[src/cvio_pkg.sv]
// package of constants and types for the converter discrete io supervision block
package cvio_pkg;

  // clock and timing
  localparam int unsigned CLK_FREQ_HZ        = 100_000_000;
  localparam int unsigned RESET_MIN_MS       = 100;
  localparam int unsigned RESET_MIN_CYCLES   = (CLK_FREQ_HZ / 1000) * RESET_MIN_MS;
  localparam int unsigned DEBOUNCE_US        = 1000;
  localparam int unsigned DEBOUNCE_CYCLES    = (CLK_FREQ_HZ / 1_000_000) * DEBOUNCE_US;
  localparam int unsigned STARTUP_US         = 1000;
  localparam int unsigned STARTUP_CYCLES     = (CLK_FREQ_HZ / 1_000_000) * STARTUP_US;

  // converter setting switch positions
  localparam logic [3:0]  SETTING_NO_CONTACTOR = 4'h1;
  localparam logic [3:0]  SETTING_FORCED_STOP  = 4'h4;

  // interrupt status / mask bit positions
  localparam int unsigned EVT_ALARM_BIT      = 0;
  localparam int unsigned EVT_FSTOP_BIT      = 1;
  localparam int unsigned EVT_RESET_BIT      = 2;
  localparam int unsigned EVT_READY_BIT      = 3;
  localparam int unsigned EVT_WIDTH          = 4;

  // register offsets
  localparam logic [3:0]  REG_STATUS_OFS     = 4'h0;
  localparam logic [3:0]  REG_EVENT_OFS      = 4'h4;
  localparam logic [3:0]  REG_MASK_OFS       = 4'h8;
  localparam logic [3:0]  REG_CAUSE_OFS      = 4'hC;

  // reset values
  localparam logic [EVT_WIDTH-1:0] MASK_RESET = 4'h0;

  // operating states, one-hot
  typedef enum logic [4:0] {
    CVIO_STARTUP = 5'b00001,
    CVIO_READY   = 5'b00010,
    CVIO_RUN     = 5'b00100,
    CVIO_FSTOP   = 5'b01000,
    CVIO_ALARM   = 5'b10000
  } cvio_state_type;

endpackage : cvio_pkg

[src/cvio_debounce.sv]
// synchroniser and debounce filter for discrete inputs
`timescale 1ns/100ps
`default_nettype none

module cvio_debounce
  import cvio_pkg::*;
#(
  parameter int unsigned COUNT = DEBOUNCE_CYCLES
)(
  // clock and reset
  input  wire logic clk_sys_i,
  input  wire logic resetn_i,
  // raw and filtered level
  input  wire logic raw_i,
  output logic      level_o
);

  localparam int unsigned CW = $clog2(COUNT + 1);

  logic          sync1_reg;
  logic          sync2_reg;
  logic          level_reg;
  logic          level_next;
  logic [CW-1:0] cnt_reg;
  logic [CW-1:0] cnt_next;

  always_comb
  begin
    level_next = level_reg;
    cnt_next   = '0;
    if (sync2_reg != level_reg)
    begin
      // accept a new level only after it holds steadily for the whole window
      if (cnt_reg == CW'(COUNT - 1))
        level_next = sync2_reg;
      else
        cnt_next = cnt_reg + CW'(1);
    end
  end

  always_ff @(posedge clk_sys_i or negedge resetn_i)
  begin
    if (!resetn_i)
    begin
      sync1_reg <= 1'b0;
      sync2_reg <= 1'b0;
      level_reg <= 1'b0;
      cnt_reg   <= '0;
    end
    else
    begin
      sync1_reg <= raw_i;
      sync2_reg <= sync1_reg;
      level_reg <= level_next;
      cnt_reg   <= cnt_next;
    end
  end

  assign level_o = level_reg;

endmodule : cvio_debounce

`default_nettype wire

[src/cvio_top.sv]
// converter discrete io supervision: inputs, status outputs, alarm relay, registers
//
// Behaviour
// - forced-stop input only honoured when setting switch is at position 4
// - forced-stop input off enters forced stop, opens contactor, servo off
// - forced-stop input back on while stopped releases forced stop
// - alarm reset clears resettable alarms; non-resettable causes stay
// - alarm reset with no alarm present returns to ready-off
// - alarm ok output on without alarm, off whenever an alarm occurs; the code also holds it off until startup completes
// - ready output on when ready, off from power-up until startup completes
// - fault-or-reset output on at error or reset, off until startup completes
// - after startup fault-or-reset output is inverse of ready output
// - reset echo output on while alarm reset input applied
// - alarm relay in error position when protection tripped and output stopped
// - error: B-C open, A-C closed; normal: B-C closed, A-C open
// - start command from drive unit closes contactor drive contact
// - setting switch position 1 leaves contactor control connector unused
//
// The register offsets and the plain strobed port were left to the implementer.
`timescale 1ns/100ps
`default_nettype none

module cvio_top
  import cvio_pkg::*;
#(
  parameter int unsigned RESET_CYCLES    = RESET_MIN_CYCLES,
  parameter int unsigned DEBOUNCE_COUNT  = DEBOUNCE_CYCLES,
  parameter int unsigned STARTUP_COUNT   = STARTUP_CYCLES,
  parameter int unsigned CAUSE_WIDTH     = 8,
  parameter logic [7:0]  FIXED_CAUSES    = 8'hF0
)(
  // clock and reset
  input  wire logic                   clk_sys_i,
  input  wire logic                   resetn_i,
  // discrete inputs, active high = on
  input  wire logic                   forced_stop_input_i,
  input  wire logic                   alarm_reset_input_i,
  input  wire logic [3:0]             converter_setting_switch_i,
  // internal unit interface
  input  wire logic                   start_command_i,
  input  wire logic [CAUSE_WIDTH-1:0] alarm_cause_i,
  // discrete outputs
  output logic                        alarm_ok_output_o,
  output logic                        converter_ready_output_o,
  output logic                        fault_or_reset_output_o,
  output logic                        reset_echo_output_o,
  output logic                        contactor_drive_closed_o,
  output logic                        servo_off_o,
  output logic                        drive_output_stopped_o,
  // alarm relay contacts, high = closed
  output logic                        relay_ac_closed_o,
  output logic                        relay_bc_closed_o,
  // register port
  input  wire logic [3:0]             reg_addr_i,
  input  wire logic [31:0]            reg_wdata_i,
  input  wire logic                   reg_write_i,
  input  wire logic                   reg_read_i,
  output logic [31:0]                 reg_rdata_o,
  output logic                        irq_o
);

  // startup outlasts the input filters, so a line that idles high has settled
  // before the first state decision and cannot fake a forced stop
  localparam int unsigned BOOT_COUNT = (STARTUP_COUNT > DEBOUNCE_COUNT + 3) ? STARTUP_COUNT
                                                                            : DEBOUNCE_COUNT + 3;
  localparam int unsigned RW         = $clog2(RESET_CYCLES + 1);
  localparam int unsigned SW         = $clog2(BOOT_COUNT + 1);

  ////////////////////////////////////////////////////////////////////////////
  // input conditioning

  logic fstop_on;
  logic reset_on;

  cvio_debounce #(
    .COUNT     (DEBOUNCE_COUNT)
  ) u_db_fstop (
    .clk_sys_i (clk_sys_i),
    .resetn_i  (resetn_i),
    .raw_i     (forced_stop_input_i),
    .level_o   (fstop_on)
  );

  cvio_debounce #(
    .COUNT     (DEBOUNCE_COUNT)
  ) u_db_reset (
    .clk_sys_i (clk_sys_i),
    .resetn_i  (resetn_i),
    .raw_i     (alarm_reset_input_i),
    .level_o   (reset_on)
  );

  ////////////////////////////////////////////////////////////////////////////
  // state machine, alarm latch and reset width

  cvio_state_type         state_reg;
  cvio_state_type         state_next;
  logic [CAUSE_WIDTH-1:0] cause_reg;
  logic [CAUSE_WIDTH-1:0] cause_next;
  logic [RW-1:0]          rst_cnt_reg;
  logic [RW-1:0]          rst_cnt_next;
  logic [SW-1:0]          boot_cnt_reg;
  logic [SW-1:0]          boot_cnt_next;
  logic                   reset_prev_reg;
  logic                   reset_prev_next;
  logic                   fstop_en;
  logic                   reset_valid;
  logic                   alarm_now;

  // forced stop input only counts at its dedicated switch setting
  assign fstop_en    = (converter_setting_switch_i == SETTING_FORCED_STOP);
  // a reset pulse counts only once it has been held long enough
  assign reset_valid = reset_on && (rst_cnt_reg == RW'(RESET_CYCLES));
  assign alarm_now   = |(cause_reg | alarm_cause_i);

  always_comb
  begin
    state_next      = state_reg;
    cause_next      = cause_reg | alarm_cause_i;
    boot_cnt_next   = boot_cnt_reg;
    // act once on the rising edge of a qualified reset
    if (reset_valid && !reset_prev_reg)
      cause_next = (cause_reg & FIXED_CAUSES[CAUSE_WIDTH-1:0]) | alarm_cause_i;
    case (state_reg)
      CVIO_STARTUP:
      begin
        if (boot_cnt_reg == SW'(BOOT_COUNT))
          state_next = CVIO_READY;
        else
          boot_cnt_next = boot_cnt_reg + SW'(1);
      end
      CVIO_READY:
      begin
        if (alarm_now)
          state_next = CVIO_ALARM;
        else if (fstop_en && !fstop_on)
          state_next = CVIO_FSTOP;
        else if (start_command_i && !reset_on)
          state_next = CVIO_RUN;
      end
      CVIO_RUN:
      begin
        if (alarm_now)
          state_next = CVIO_ALARM;
        else if (fstop_en && !fstop_on)
          state_next = CVIO_FSTOP;
        else if (reset_valid || !start_command_i)
          state_next = CVIO_READY;
      end
      CVIO_FSTOP:
      begin
        if (alarm_now)
          state_next = CVIO_ALARM;
        else if (!fstop_en || fstop_on)
          state_next = CVIO_READY;
      end
      CVIO_ALARM:
      begin
        // leave only when the reset edge has emptied the latch and no cause is
        // still driven; a fixed cause holds the alarm until the next power-up
        if (reset_valid && !reset_prev_reg && cause_next == '0)
          state_next = CVIO_READY;
      end
      default:
        state_next = CVIO_STARTUP;
    endcase
    // reset with no alarm drops any running state back to ready-off
    if (state_reg == CVIO_RUN && reset_valid && !alarm_now)
      state_next = CVIO_READY;
  end

  always_ff @(posedge clk_sys_i or negedge resetn_i)
  begin
    if (!resetn_i)
    begin
      state_reg      <= CVIO_STARTUP;
      cause_reg      <= '0;
      boot_cnt_reg   <= '0;
    end
    else
    begin
      state_reg      <= state_next;
      cause_reg      <= cause_next;
      boot_cnt_reg   <= boot_cnt_next;
    end
  end

  ////////////////////////////////////////////////////////////////////////////
  // reset pulse qualification

  always_comb
  begin
    rst_cnt_next    = rst_cnt_reg;
    reset_prev_next = reset_valid;
    // the count saturates, so a long hold still gives one qualified edge
    if (!reset_on)
      rst_cnt_next = '0;
    else if (rst_cnt_reg != RW'(RESET_CYCLES))
      rst_cnt_next = rst_cnt_reg + RW'(1);
  end

  always_ff @(posedge clk_sys_i or negedge resetn_i)
  begin
    if (!resetn_i)
    begin
      rst_cnt_reg    <= '0;
      reset_prev_reg <= 1'b0;
    end
    else
    begin
      rst_cnt_reg    <= rst_cnt_next;
      reset_prev_reg <= reset_prev_next;
    end
  end

  ////////////////////////////////////////////////////////////////////////////
  // registered outputs

  logic out_alm_reg;
  logic out_alm_next;
  logic out_rdy_reg;
  logic out_rdy_next;
  logic out_flt_reg;
  logic out_flt_next;
  logic out_rso_reg;
  logic out_rso_next;
  logic out_mc_reg;
  logic out_mc_next;
  logic out_rly_reg;
  logic out_rly_next;
  logic booted;

  assign booted = (state_reg != CVIO_STARTUP);

  always_comb
  begin
    out_alm_next = booted && !alarm_now;
    out_rdy_next = booted && !alarm_now && !reset_on
                   && (state_reg == CVIO_READY || state_reg == CVIO_RUN);
    out_flt_next = booted && !out_rdy_next;
    out_rso_next = reset_on;
    // position 1 means the contactor connector is not used for control
    out_mc_next  = (state_next == CVIO_RUN)
                   && (converter_setting_switch_i != SETTING_NO_CONTACTOR);
    out_rly_next = (state_next == CVIO_ALARM);
  end

  always_ff @(posedge clk_sys_i or negedge resetn_i)
  begin
    if (!resetn_i)
    begin
      out_alm_reg <= 1'b0;
      out_rdy_reg <= 1'b0;
      out_flt_reg <= 1'b0;
      out_rso_reg <= 1'b0;
      out_mc_reg  <= 1'b0;
      out_rly_reg <= 1'b0;
    end
    else
    begin
      out_alm_reg <= out_alm_next;
      out_rdy_reg <= out_rdy_next;
      out_flt_reg <= out_flt_next;
      out_rso_reg <= out_rso_next;
      out_mc_reg  <= out_mc_next;
      out_rly_reg <= out_rly_next;
    end
  end

  // registered drivers only, so the pins never glitch
  assign alarm_ok_output_o        = out_alm_reg;
  assign converter_ready_output_o = out_rdy_reg;
  assign fault_or_reset_output_o  = out_flt_reg;
  assign reset_echo_output_o      = out_rso_reg;
  assign contactor_drive_closed_o = out_mc_reg;
  assign servo_off_o              = !out_mc_reg;
  assign drive_output_stopped_o   = out_rly_reg;
  assign relay_ac_closed_o        = out_rly_reg;
  assign relay_bc_closed_o        = !out_rly_reg;

  ////////////////////////////////////////////////////////////////////////////
  // events, mask and register port

  logic [EVT_WIDTH-1:0] evt_reg;
  logic [EVT_WIDTH-1:0] evt_next;
  logic [EVT_WIDTH-1:0] mask_reg;
  logic [EVT_WIDTH-1:0] mask_next;
  logic [EVT_WIDTH-1:0] evt_set;
  logic [31:0]          rdata_reg;
  logic [31:0]          rdata_next;

  always_comb
  begin
    evt_set                = '0;
    evt_set[EVT_ALARM_BIT] = out_rly_next && !out_rly_reg;
    evt_set[EVT_FSTOP_BIT] = (state_next == CVIO_FSTOP) && (state_reg != CVIO_FSTOP);
    evt_set[EVT_RESET_BIT] = reset_valid && !reset_prev_reg;
    evt_set[EVT_READY_BIT] = out_rdy_next && !out_rdy_reg;
    mask_next              = mask_reg;
    evt_next               = evt_reg;
    if (reg_write_i && reg_addr_i == REG_EVENT_OFS)
      evt_next = evt_reg & ~reg_wdata_i[EVT_WIDTH-1:0];
    // a new event in the clearing cycle wins over the clear
    evt_next = evt_next | evt_set;
    if (reg_write_i && reg_addr_i == REG_MASK_OFS)
      mask_next = reg_wdata_i[EVT_WIDTH-1:0];
    rdata_next = 32'h0000_0000;
    if (reg_read_i)
    begin
      case (reg_addr_i)
        REG_STATUS_OFS: rdata_next = {21'h0, out_rly_reg, out_mc_reg, out_rso_reg, out_flt_reg,
                                      out_rdy_reg, out_alm_reg, state_reg};
        REG_EVENT_OFS:  rdata_next = {{(32-EVT_WIDTH){1'b0}}, evt_reg};
        REG_MASK_OFS:   rdata_next = {{(32-EVT_WIDTH){1'b0}}, mask_reg};
        REG_CAUSE_OFS:  rdata_next = 32'(cause_reg);
        default:        rdata_next = 32'h0000_0000;
      endcase
    end
  end

  always_ff @(posedge clk_sys_i or negedge resetn_i)
  begin
    if (!resetn_i)
    begin
      evt_reg   <= '0;
      mask_reg  <= MASK_RESET;
      rdata_reg <= 32'h0000_0000;
    end
    else
    begin
      evt_reg   <= evt_next;
      mask_reg  <= mask_next;
      rdata_reg <= rdata_next;
    end
  end

  assign reg_rdata_o = rdata_reg;
  assign irq_o       = |(evt_reg & mask_reg);

endmodule : cvio_top

`default_nettype wire

[config.mk]
export PLATFORM = sky130hd
export DESIGN_NAME = cvio_top
export DESIGN_NICKNAME = d
export VERILOG_FILES = /design/src/cvio_pkg.sv /design/src/cvio_debounce.sv /design/src/cvio_top.sv
export SDC_FILE = /design/constraint.sdc
export NUM_CORES = 1
export LEC_CHECK = 0
export ABC_AREA = 0
export BUFFER_PORTS_ARGS = -buffer_cell sky130_fd_sc_hd__buf_2
export CORE_UTILIZATION = 30
export CTS_CLUSTER_SIZE = 24
export DETAILED_ROUTE_END_ITERATION = 8
export GPL_TIMING_DRIVEN = 0
export PLACE_DENSITY = 0.44
export SYNTH_ARGS = -nofsm -noshare
export SYNTH_HDL_FRONTEND = slang
export SYNTH_SLANG_ARGS = --single-unit
[constraint.sdc]
create_clock -name clk_sys_i -period 3.3 [get_ports clk_sys_i]
set_input_delay 0.165 -clock clk_sys_i [delete_from_list [all_inputs] [get_ports clk_sys_i]]
set_output_delay 0.165 -clock clk_sys_i [all_outputs]
set_load 0.005 [all_outputs]
==> reports/results.txt, run 1 <==
Avg Inst Size Synth - 10.3 µm²
Reg2reg path depth - 5
Fin. Hold Viols - 0
Synth Register Bits - 120
Die X-Extent - 141 µm
Sequential share of the synthesized area - 0.518
Via count - 4227
P per Cell Area - 530 mW/mm²
Routability Congestion - 0.777
Logic pwr share - 0.070
Req. time, crit path - 3.59 ns
Cell with the most instances after synthesis - dfrtp_1
Synth top area share - 0.513
DRT antenna net count - 0
Htree depth - 4
Drt drc - 0
Pin count of the biggest net entering global routing - 70
Largest register FFs - 24
Skew final - 0.00957 ns
RSZ-0062 raised after global routing - no
WP buf/inv - 3
Die area - 0.0199 mm²
Setup crit end kind - register
FFs w/ async S/R, synth - 1.00
GRT met1 Usage - 0.175
WL final - 12600 µm
Max-cap viol count - 0
Global route overflow - 0
CP Class - primary input to register
Power, Total - 3830 µW
CTS tree - built
Initial antenna violation count - 0
Clock sinks - 120
Syn. warnings - 0
Met2 Resource Use GR - 0.223
Hold path startpoint - reg_wdata_i[1]
DRT Pass-1 Iters - 4
Crit-path max cell delay - 0.53 ns
Net Sw Power - 869 µW
Ys flop type - dfrtp_1
GRT busiest layer - met2
Cell Area, Synth - 0.00580 mm²
R2R Path Start - rst_cnt_reg[2]$_DFFE_PN0P_
Minimum clock period - 2.75 ns
Yosys cell types - 54
Initial drt markers - 170
CTS Buffer Depth - 2
Min-Delay Endpoint - mask_reg[1]$_DFFE_PN0P_
Worst-Margin Slew - 0.708 ns
R2r setup slk - 0.57 ns
Setup Buffers After CTS - 0
Cts bufs inserted - 17
Slew margin rel. - 0.526
Fmax achieved - 364 MHz
Top cells by count, synth - dfrtp_1 (119), nor2_1 (59), nand2_1 (45), xnor2_1 (34), xor2_1 (32)
Worst r2r dst - cause_reg[0]$_DFF_PN0_
Share of cells above drive strength 1 - 0.191
Crit path max fanout - 7
Hold/Removal Path Class - primary input to register
Status - completed
Leak - 0.00318 µW
Clock insertion delay at the later pin of the skew report - 0.41 ns
Tot GR Track Use - 0.139
Post-synth EDFFs - 0
Max VDD drop - 290 µV
Initial core utilization - 0.308
Sequential power share - 0.422
Post-route setup TNS - 0 ns
CTS resizes - 0
Detailed Place HPWL - 8920 µm
Critical Path, Cell by Cell - dlygate4sd3_1, buf_2, or4_1, or4_4, or4b_4, buf_6, a2bb2oi_1, o21ai_0
Diodes inserted - 0
WHS Path Cells - 3
Die Ht - 141 µm
Int Power - 2960 µW
I/O Buffers - 47
Root buffer cell - clkbuf_16
Synth area leader - dfrtp_1
Crit-path leading delay family - simple AND/OR/NAND/NOR gates
Drt via density - 4.52
DR WL/cell - 13.4 µm
Top post-synthesis cells by area - dfrtp_1 (51%), xnor2_1 (5.1%), xor2_1 (4.8%), nor2_1 (3.8%), nand2_1 (2.9%)
Area Overhead vs Synth - 24.4%
Clock-pin slew on the worst setup and hold paths - 0.06 ns
Nets - 722
Clock network fraction of design power - 0.508
Core Rows - 50
Num ports - 97
CP startpoint kind - primary input
Period Utilization, post-route - 0.832
Net Sw Frac - 0.227
Gate Count Post-Synth - 563
Worst path arrival time - 3.04 ns
Final setup violation count - 0
Crit path max-delay cell type - dlygate4sd3_1
Core area - 0.0188 mm²
Global-route wire length before repair - 21600 µm
Slew Limit Fails - 0
Vias in the first global route - 4349
Met3 Resource Use GR - 0.0326
power by group through the flow:
stage	clock network (µW)	logic [µW]	registers, µW
global placement	0	255	1640
CTS	1990	276	1620
global route	2050	308	1630
finish	1940	269	1610
floorplan	0	174	1620
detailed placement	0	265	1640
worst max path at each step:
| stage | startpoint | endpoint | cells after the start |
|---|---|---|---|
| 2_1_floorplan | cause_reg[4]$_DFF_PN0_ | evt_reg[1]$_DFF_PN0_ | 6 |
| 3_3_place_gp | resetn_i | reg_rdata_o[0]$_DFF_PN0_ | 1 |
| 3_5_place_dp | rst_cnt_reg[2]$_DFFE_PN0P_ | cause_reg[0]$_DFF_PN0_ | 5 |
| 4_1_cts | rst_cnt_reg[2]$_DFFE_PN0P_ | cause_reg[0]$_DFF_PN0_ | 5 |
| 5_1_grt | rst_cnt_reg[2]$_DFFE_PN0P_ | cause_reg[0]$_DFF_PN0_ | 5 |
| 6_report | alarm_cause_i[0] | evt_reg[0]$_DFF_PN0_ | 8 |
cell type report:
cell class	instances	area, µm²
multi-input combinational	402	2550
tap	260	325
clock inverter	10	141
fill	1860	11600
sequential	120	3000
clock buffer	22	484
inverter	21	78.8
buffer	40	240
timing repair buffer	60	389
metrics by stage:
stage,utilization,setup slack (ns),std cells,instance area (µm²),hold slack (ns)
6_report,0.383,0.553,935,7220,0.0146
5_1_grt,0.383,0.363,935,7220,0.0214
4_1_cts,0.383,0.534,935,7220,0.00638
3_5_place_dp,0.344,0.552,891,6470,0.149
3_3_place_gp,0.342,0.449,890,6440,0.277
2_1_floorplan,-,0.814,583,5880,-0.131
placed cells by master (no fill, tap or decap), types with 4 or more instances in the layout:
cell type and n:
nor4_1 14, dfrtp_1 119, a21oi_1 5, ha_1 5, and3_1 12, or3_1 7
nand4_1 13, nor4b_1 4, and4_1 7, inv_1 21, buf_4 22, mux4_2 4
and2_1 18, nand2_1 45, clkbuf_8 4, o21ai_0 17, conb_1 21, nor3_1 17
nand3_1 29, or2_2 8, dlygate4sd3_1 12, a21boi_0 4, xor2_1 32, buf_2 46
clkbuf_1 17, clkbuf_16 17, nor2b_1 5, mux2_2 4, xnor2_1 34, nor2_1 59
layer usage:
| layer | up-vias | wire length, µm |
|---|---|---|
| met1 | 2028 | 5890 |
| met5 | - | 0 |
| met3 | 21 | 457 |
| met4 | 0 | 255 |
| li1 | 2089 | - |
| met2 | 89 | 5960 |
cell families after synthesis:
logic type	synth area share
and+or+nand+nor	0.243
DFF	0.518
xor gates and xnor gates	0.0996
buffers and inverters	0.0550
AOI/OAI and AO/OA	0.0498
muxes	0.0233
adders and majority gates	0.0108
other	0.000646
repair_timing:
item | in CTS | in global routing
hold buffers | 12 | 0
endpoints found under the hold margin | 62 | 0
endpoints found under the setup margin | 0 | 0
worst register-to-register path: cells and delay by family (launching register included):
family | cells | cell delay, ns
flops | 1 | 0.43
simple gates | 4 | 1.93
compound gates | 1 | 0.27
(Power assumes the default switching activity.)
==> run 2, diff against run 1 <==
PLACE_DENSITY = 0.46   (was 0.44)
clock period = 2.4 ns   (was 3.3 ns; I/O delays follow)
==> run 2 against run 1 <==
Compared with the run above:
- clock skew is essentially flat
- the run now ends with negative hold slack, negative setup slack left
- clock-buffer cell count unchanged
- critical path type is now register to register
- die area is the same
- wire length fell by 1.5%
- critical path depth decreased by 3
- largest power group unchanged
- flip-flop and latch count unchanged
- critical endpoint is now contactor_drive_closed_o$_DFF_PN0_
- clock power is 41% higher
- largest cell class unchanged
- global-route usage fell by 0.093 points
- combinational power rose by 41%
==> reports/results.txt, run 2 (same netlist as run 1, synthesis figures left out) <==
Worst hold slack - -0.0643 ns
Non-Filler Instances - 940
Die Ht - 141 µm
Die X-Extent - 141 µm
Logic pwr share - 0.071
WL final - 12400 µm
WP buf/inv - 1
Largest register FFs - 24
Fill cell count - 1847
Slew margin rel. - 0.589
Reg2reg path depth - 5
Initial drt markers - 182
Period Utilization, post-route - 1.00
Placed inst area - 0.00647 mm²
Net Sw Power - 1180 µW
Core Rows - 50
Root buffer cell - clkbuf_16
Sequential power share - 0.417
CP Class - register to register
CTS tree - built
Minimum clock period - 2.40 ns
Fmax achieved - 416 MHz
Power, Total - 5330 µW
Crit path max-delay cell type - or4b_4
Htree depth - 4
Most frequent cells in the layout - dfrtp_1 (119), nor2_1 (58), buf_2 (46), nand2_1 (45), xnor2_1 (34)
Via count - 4269
Num ports - 97
CP startpoint - cause_reg[4]$_DFF_PN0_
Routed wl met2 - 5940 µm
Metal-1 WL - 5840 µm
Drt drc - 0
Crit. path cell count - 5
Crit-path max cell delay - 0.58 ns
Final WS setup - -0.00232 ns
DR WL/cell - 13.2 µm
DR top layer - met4
CP most frequent cell - or4_4
Clock sinks - 120
Req. time, crit path - 2.71 ns
Share of cells above drive strength 1 - 0.207
Drt via density - 4.54
Clock-pin slew on the worst setup and hold paths - 0.06 ns
Initial antenna violation count - 0
Int Power - 4150 µW
Fin area - 0.00732 mm²
Global-route wire length before repair - 21700 µm
Max VDD drop - 496 µV
Failing checks - negative hold slack, negative setup slack
Diodes inserted - 0
Tot GR Track Use - 0.138
WHS Path Cells - 2
Post-route setup TNS - -0.00232 ns
R2R Path Start - cause_reg[4]$_DFF_PN0_
Core area - 0.0188 mm²
Cts-stage hold buffer count - 13
CTS Buffer Depth - 2
DRT Pass-1 Iters - 4
Max-cap viol count - 0
Final setup violation count - 1
Status - finished with violations
Place WS - -0.337 ns
Crit path max fanout - 6
Hold path startpoint - alarm_cause_i[1]
Placed cell count - 891
Setup crit end kind - register
Vias in the first global route - 4341
Cts bufs inserted - 17
Fin. Hold Viols - 1
Most common cell after layout, fill and taps aside - dfrtp_1
Clock network fraction of design power - 0.512
CP startpoint kind - register
Initial core utilization - 0.308
Skew final - 0.00958 ns
Worst path arrival time - 2.71 ns
Slew Limit Fails - 0
Worst-Margin Slew - 0.615 ns
Crit-path leading delay family - simple AND/OR/NAND/NOR gates
Area Overhead vs Synth - 26.2%
Detailed Place HPWL - 8820 µm
DRT antenna net count - 0
Pin count of the biggest net entering global routing - 62
Leak - 0.00323 µW
P per Cell Area - 728 mW/mm²
I/O Buffers - 47
RSZ-0062 raised after global routing - yes
Global route overflow - 0
Die area - 0.0199 mm²
Clock insertion delay at the later pin of the skew report - 0.40 ns
Met3 WL - 453 µm
Critical Path, Cell by Cell - or4_4, or4_4, or4b_4, buf_4, nor4_2
Net Sw Frac - 0.221
Nets - 727
Hold/Removal Path Class - primary input to register
Routability Congestion - 0.747
[run 2: worst register-to-register path: stages (launching register included)]
cell	delay [ns]
dfrtp_1	0.37
or4_4	0.49
or4_4	0.44
or4b_4	0.58
buf_4	0.18
nor4_2	0.24
[run 2: power groups by stage]
stage,clock network (µW),logic [µW],registers [µW]
3_5_place_dp,0,360,2260
4_1_cts,2800,380,2220
5_1_grt,2900,431,2240
3_3_place_gp,0,348,2250
2_1_floorplan,0,239,2230
6_report,2730,378,2220
[run 2: routing by layer]
layer / vias to the layer above / track usage
li1: 2092 / -
met1: 2080 / 0.180
met2: 88 / 0.222
met3: 9 / 0.0343
met4: 0 / 0.0486
met5: - / 0
[run 2: stage by stage]
stage	hold WS (ns)	util
2_1_floorplan	-0.176	-
3_3_place_gp	0.231	0.342
3_5_place_dp	0.140	0.344
4_1_cts	-0.0827	0.387
5_1_grt	-0.0755	0.389
6_report	-0.0643	0.389
[run 2: cell type report]
cell class              instances  area [µm²]  area share
clock inverters                10         166      0.0227
multi-input cells             402        2600       0.355
well taps                     260         325      0.0444
clock buffers                  22         474      0.0648
flip-flops and latches        120        3000       0.410
plain buffers                  38         230      0.0314
repair buffers                 67         444      0.0607
inverters                      21        78.8      0.0108
[run 2: worst paths after layout]
check | endpoint | slack (ns)
worst max-delay path | contactor_drive_closed_o$_DFF_PN0_ | -0.002
worst min-delay path | cause_reg[1]$_DFF_PN0_ | -0.06
worst max register to register | contactor_drive_closed_o$_DFF_PN0_ | -0.002
worst min register to register | u_db_fstop.sync2_reg$_DFF_PN0_ | 0.36
max in group asynchronous | state_reg[0]$_DFF_PN1_ | 1.40
min in group asynchronous | rst_cnt_reg[16]$_DFFE_PN0P_ | 0.26
[run 2: timing repair]
item | CTS | global route
endpoints found under the hold margin | 72 | 1
cloned | 0 | 0
setup endpoints to repair | 26 | 32
pin swaps | 5 | 2
buffers inserted | 4 | 2
gates resized for setup | 6 | 8
==> run 3, diff against run 2 <==
SETUP_SLACK_MARGIN = 0.05   (was not set)
==> run 3 against run 2 <==
Compared with the run above:
- the flow finishes with violations (negative setup slack)
- via count shrank 0.42%
- first-iteration DRC count shrank 8.2%
- clock skew shrank 0.0015 ns
- clock power shrank 1%
==> reports/results.txt, run 3 (same netlist as run 1, synthesis figures left out) <==
Status - finished with violations
Failing checks - negative setup slack
Fin. Hold Viols - 0
Post-route setup TNS - -0.123 ns
Clock sinks - 120
Net Sw Frac - 0.224
Global-route wire length before repair - 21400 µm
Fmax achieved - 408 MHz
I/O Buffers - 47
Initial core utilization - 0.308
Max VDD drop - 488 µV
Clock insertion delay at the later pin of the skew report - 0.41 ns
CP Class - register to register
Min-Delay Endpoint - mask_reg[2]$_DFFE_PN0P_
Final WS setup - -0.0517 ns
Nets - 733
Non-Filler Instances - 946
Htree depth - 4
Detailed Place HPWL - 8800 µm
DRT antenna net count - 0
Global route overflow - 0
Setup crit end kind - register
Most common cell after layout, fill and taps aside - dfrtp_1
Worst path arrival time - 2.80 ns
Worst r2r dst - evt_reg[3]$_DFF_PN0_
Drt via density - 4.49
Period Utilization, post-route - 1.02
WHS Path Cells - 3
FF/Latch Area - 0.00300 mm²
DR WL/cell - 13.4 µm
Sequential power share - 0.419
Fill cell count - 1869
Reg2reg path depth - 6
Clock-pin slew on the worst setup and hold paths - 0.06 ns
Crit-path max cell delay - 0.50 ns
Num ports - 97
Hold/Removal Path Class - primary input to register
Root buffer cell - clkbuf_16
CTS tree - built
Net Sw Power - 1190 µW
CTS Buffer Depth - 2
Int Power - 4110 µW
Diodes inserted - 0
Crit path max-delay cell type - or4b_4
Req. time, crit path - 2.75 ns
Routability Congestion - 0.789
CP most frequent cell - or4_4
Largest register FFs - 24
Worst-Margin Slew - 0.691 ns
Skew final - 0.00808 ns
Slew margin rel. - 0.533
Die Ht - 141 µm
Die area - 0.0199 mm²
Slew Limit Fails - 0
Area of the multi-input gates - 0.00263 mm²
Area Overhead vs Synth - 27.6%
Max-cap viol count - 0
Core area - 0.0188 mm²
Most frequent cells in the layout - dfrtp_1 (119), nor2_1 (57), buf_2 (47), nand2_1 (45), xnor2_1 (34)
Clock network fraction of design power - 0.508
Placed cell count - 891
R2r setup slk - -0.05 ns
RSZ-0062 raised after global routing - yes
WL final - 12700 µm
Vias in the first global route - 4266
P per Cell Area - 716 mW/mm²
Critical Path, Cell by Cell - or4_4, or4_4, or4b_4, buf_8, nor4_4, a22o_1
Cts bufs inserted - 17
Crit path max fanout - 5
DRT Pass-1 Iters - 4
Hold path startpoint - reg_wdata_i[2]
Minimum clock period - 2.45 ns
Tot GR Track Use - 0.137
Core Rows - 50
Worst hold slack - 0.0197 ns
Drt drc - 0
R2R Path Start - cause_reg[4]$_DFF_PN0_
Leak - 0.00327 µW
Via count - 4251
Share of cells above drive strength 1 - 0.223
Initial antenna violation count - 0
Die X-Extent - 141 µm
Pin count of the biggest net entering global routing - 99
CP startpoint kind - register
Logic pwr share - 0.073
Initial drt markers - 167
Final setup violation count - 4
run 3: cell types whose count changed in the layout (fill, tap and decap cells not counted), moves of 2 or more:
cell / delta
dlygate4sd3_1: +2
clkinv_2: +3
buf_4: +3
clkbuf_1: -2
run 3: how the worst max path moves through the flow:
stage / depth (start not counted) / slack (ns) / end / start
after floorplan: 6 / 0.04 / evt_reg[1]$_DFF_PN0_ / cause_reg[4]$_DFF_PN0_
after global placement: 1 / -0.36 / cause_reg[4]$_DFF_PN0_ / resetn_i
after detailed placement: 5 / -0.30 / cause_reg[0]$_DFF_PN0_ / rst_cnt_reg[2]$_DFFE_PN0P_
after CTS: 6 / -0.13 / evt_reg[3]$_DFF_PN0_ / cause_reg[4]$_DFF_PN0_
after global routing: 6 / -0.13 / evt_reg[3]$_DFF_PN0_ / cause_reg[4]$_DFF_PN0_
final: 6 / -0.05 / evt_reg[3]$_DFF_PN0_ / cause_reg[4]$_DFF_PN0_
run 3: per-stage QoR:
step           worst slack [ns]  area [µm²]  utilization  total power (µW)
3_5_place_dp             -0.298        6470        0.344              2620
4_1_cts                  -0.129        7330        0.389              5380
6_report                -0.0517        7400        0.393              5300
3_3_place_gp             -0.363        6440        0.342              2600
2_1_floorplan            0.0402        5880            -              2470
5_1_grt                  -0.127        7400        0.393              5540
run 3: worst max-delay path, delay by kind of cell (launching register included):
kind / cells / cell delay, ns
buffers and inverters: 1 / 0.15
flip-flops: 1 / 0.38
AND/OR/NAND/NOR: 4 / 1.67
AO/OA/AOI/OAI: 1 / 0.19
run 3: cell type report:
cell class	instances	area share
multi-input combinational	402	0.355
timing repair buffer	73	0.0673
tap	260	0.0439
clock inverter	12	0.0233
clock buffer	20	0.0617
buffer	38	0.0323
inverter	21	0.0106
sequential	120	0.406
run 3: power by group through the flow:
stage | sequential (µW) | clock, µW | combinational, µW
after floorplan | 2230 | 0 | 239
after global placement | 2250 | 0 | 347
after detailed placement | 2250 | 0 | 369
after CTS | 2220 | 2760 | 396
after global routing | 2240 | 2870 | 437
final | 2220 | 2690 | 388
run 3: timing repair:
item,CTS,global route
resized for setup,11,11
setup endpoints to repair,36,39
endpoints found under the hold margin,135,0
buffers inserted,5,5
pin swaps,6,6
hold buffers,15,0
run 3: per-layer routing:
layer  global-route usage  wire length, µm  vias to the layer above
met3               0.0309              422                       11
met4               0.0612              125                        0
met5                    0                0                        -
met2                0.225             6230                       62
li1                     -                -                     2116
met1                0.173             5920                     2062
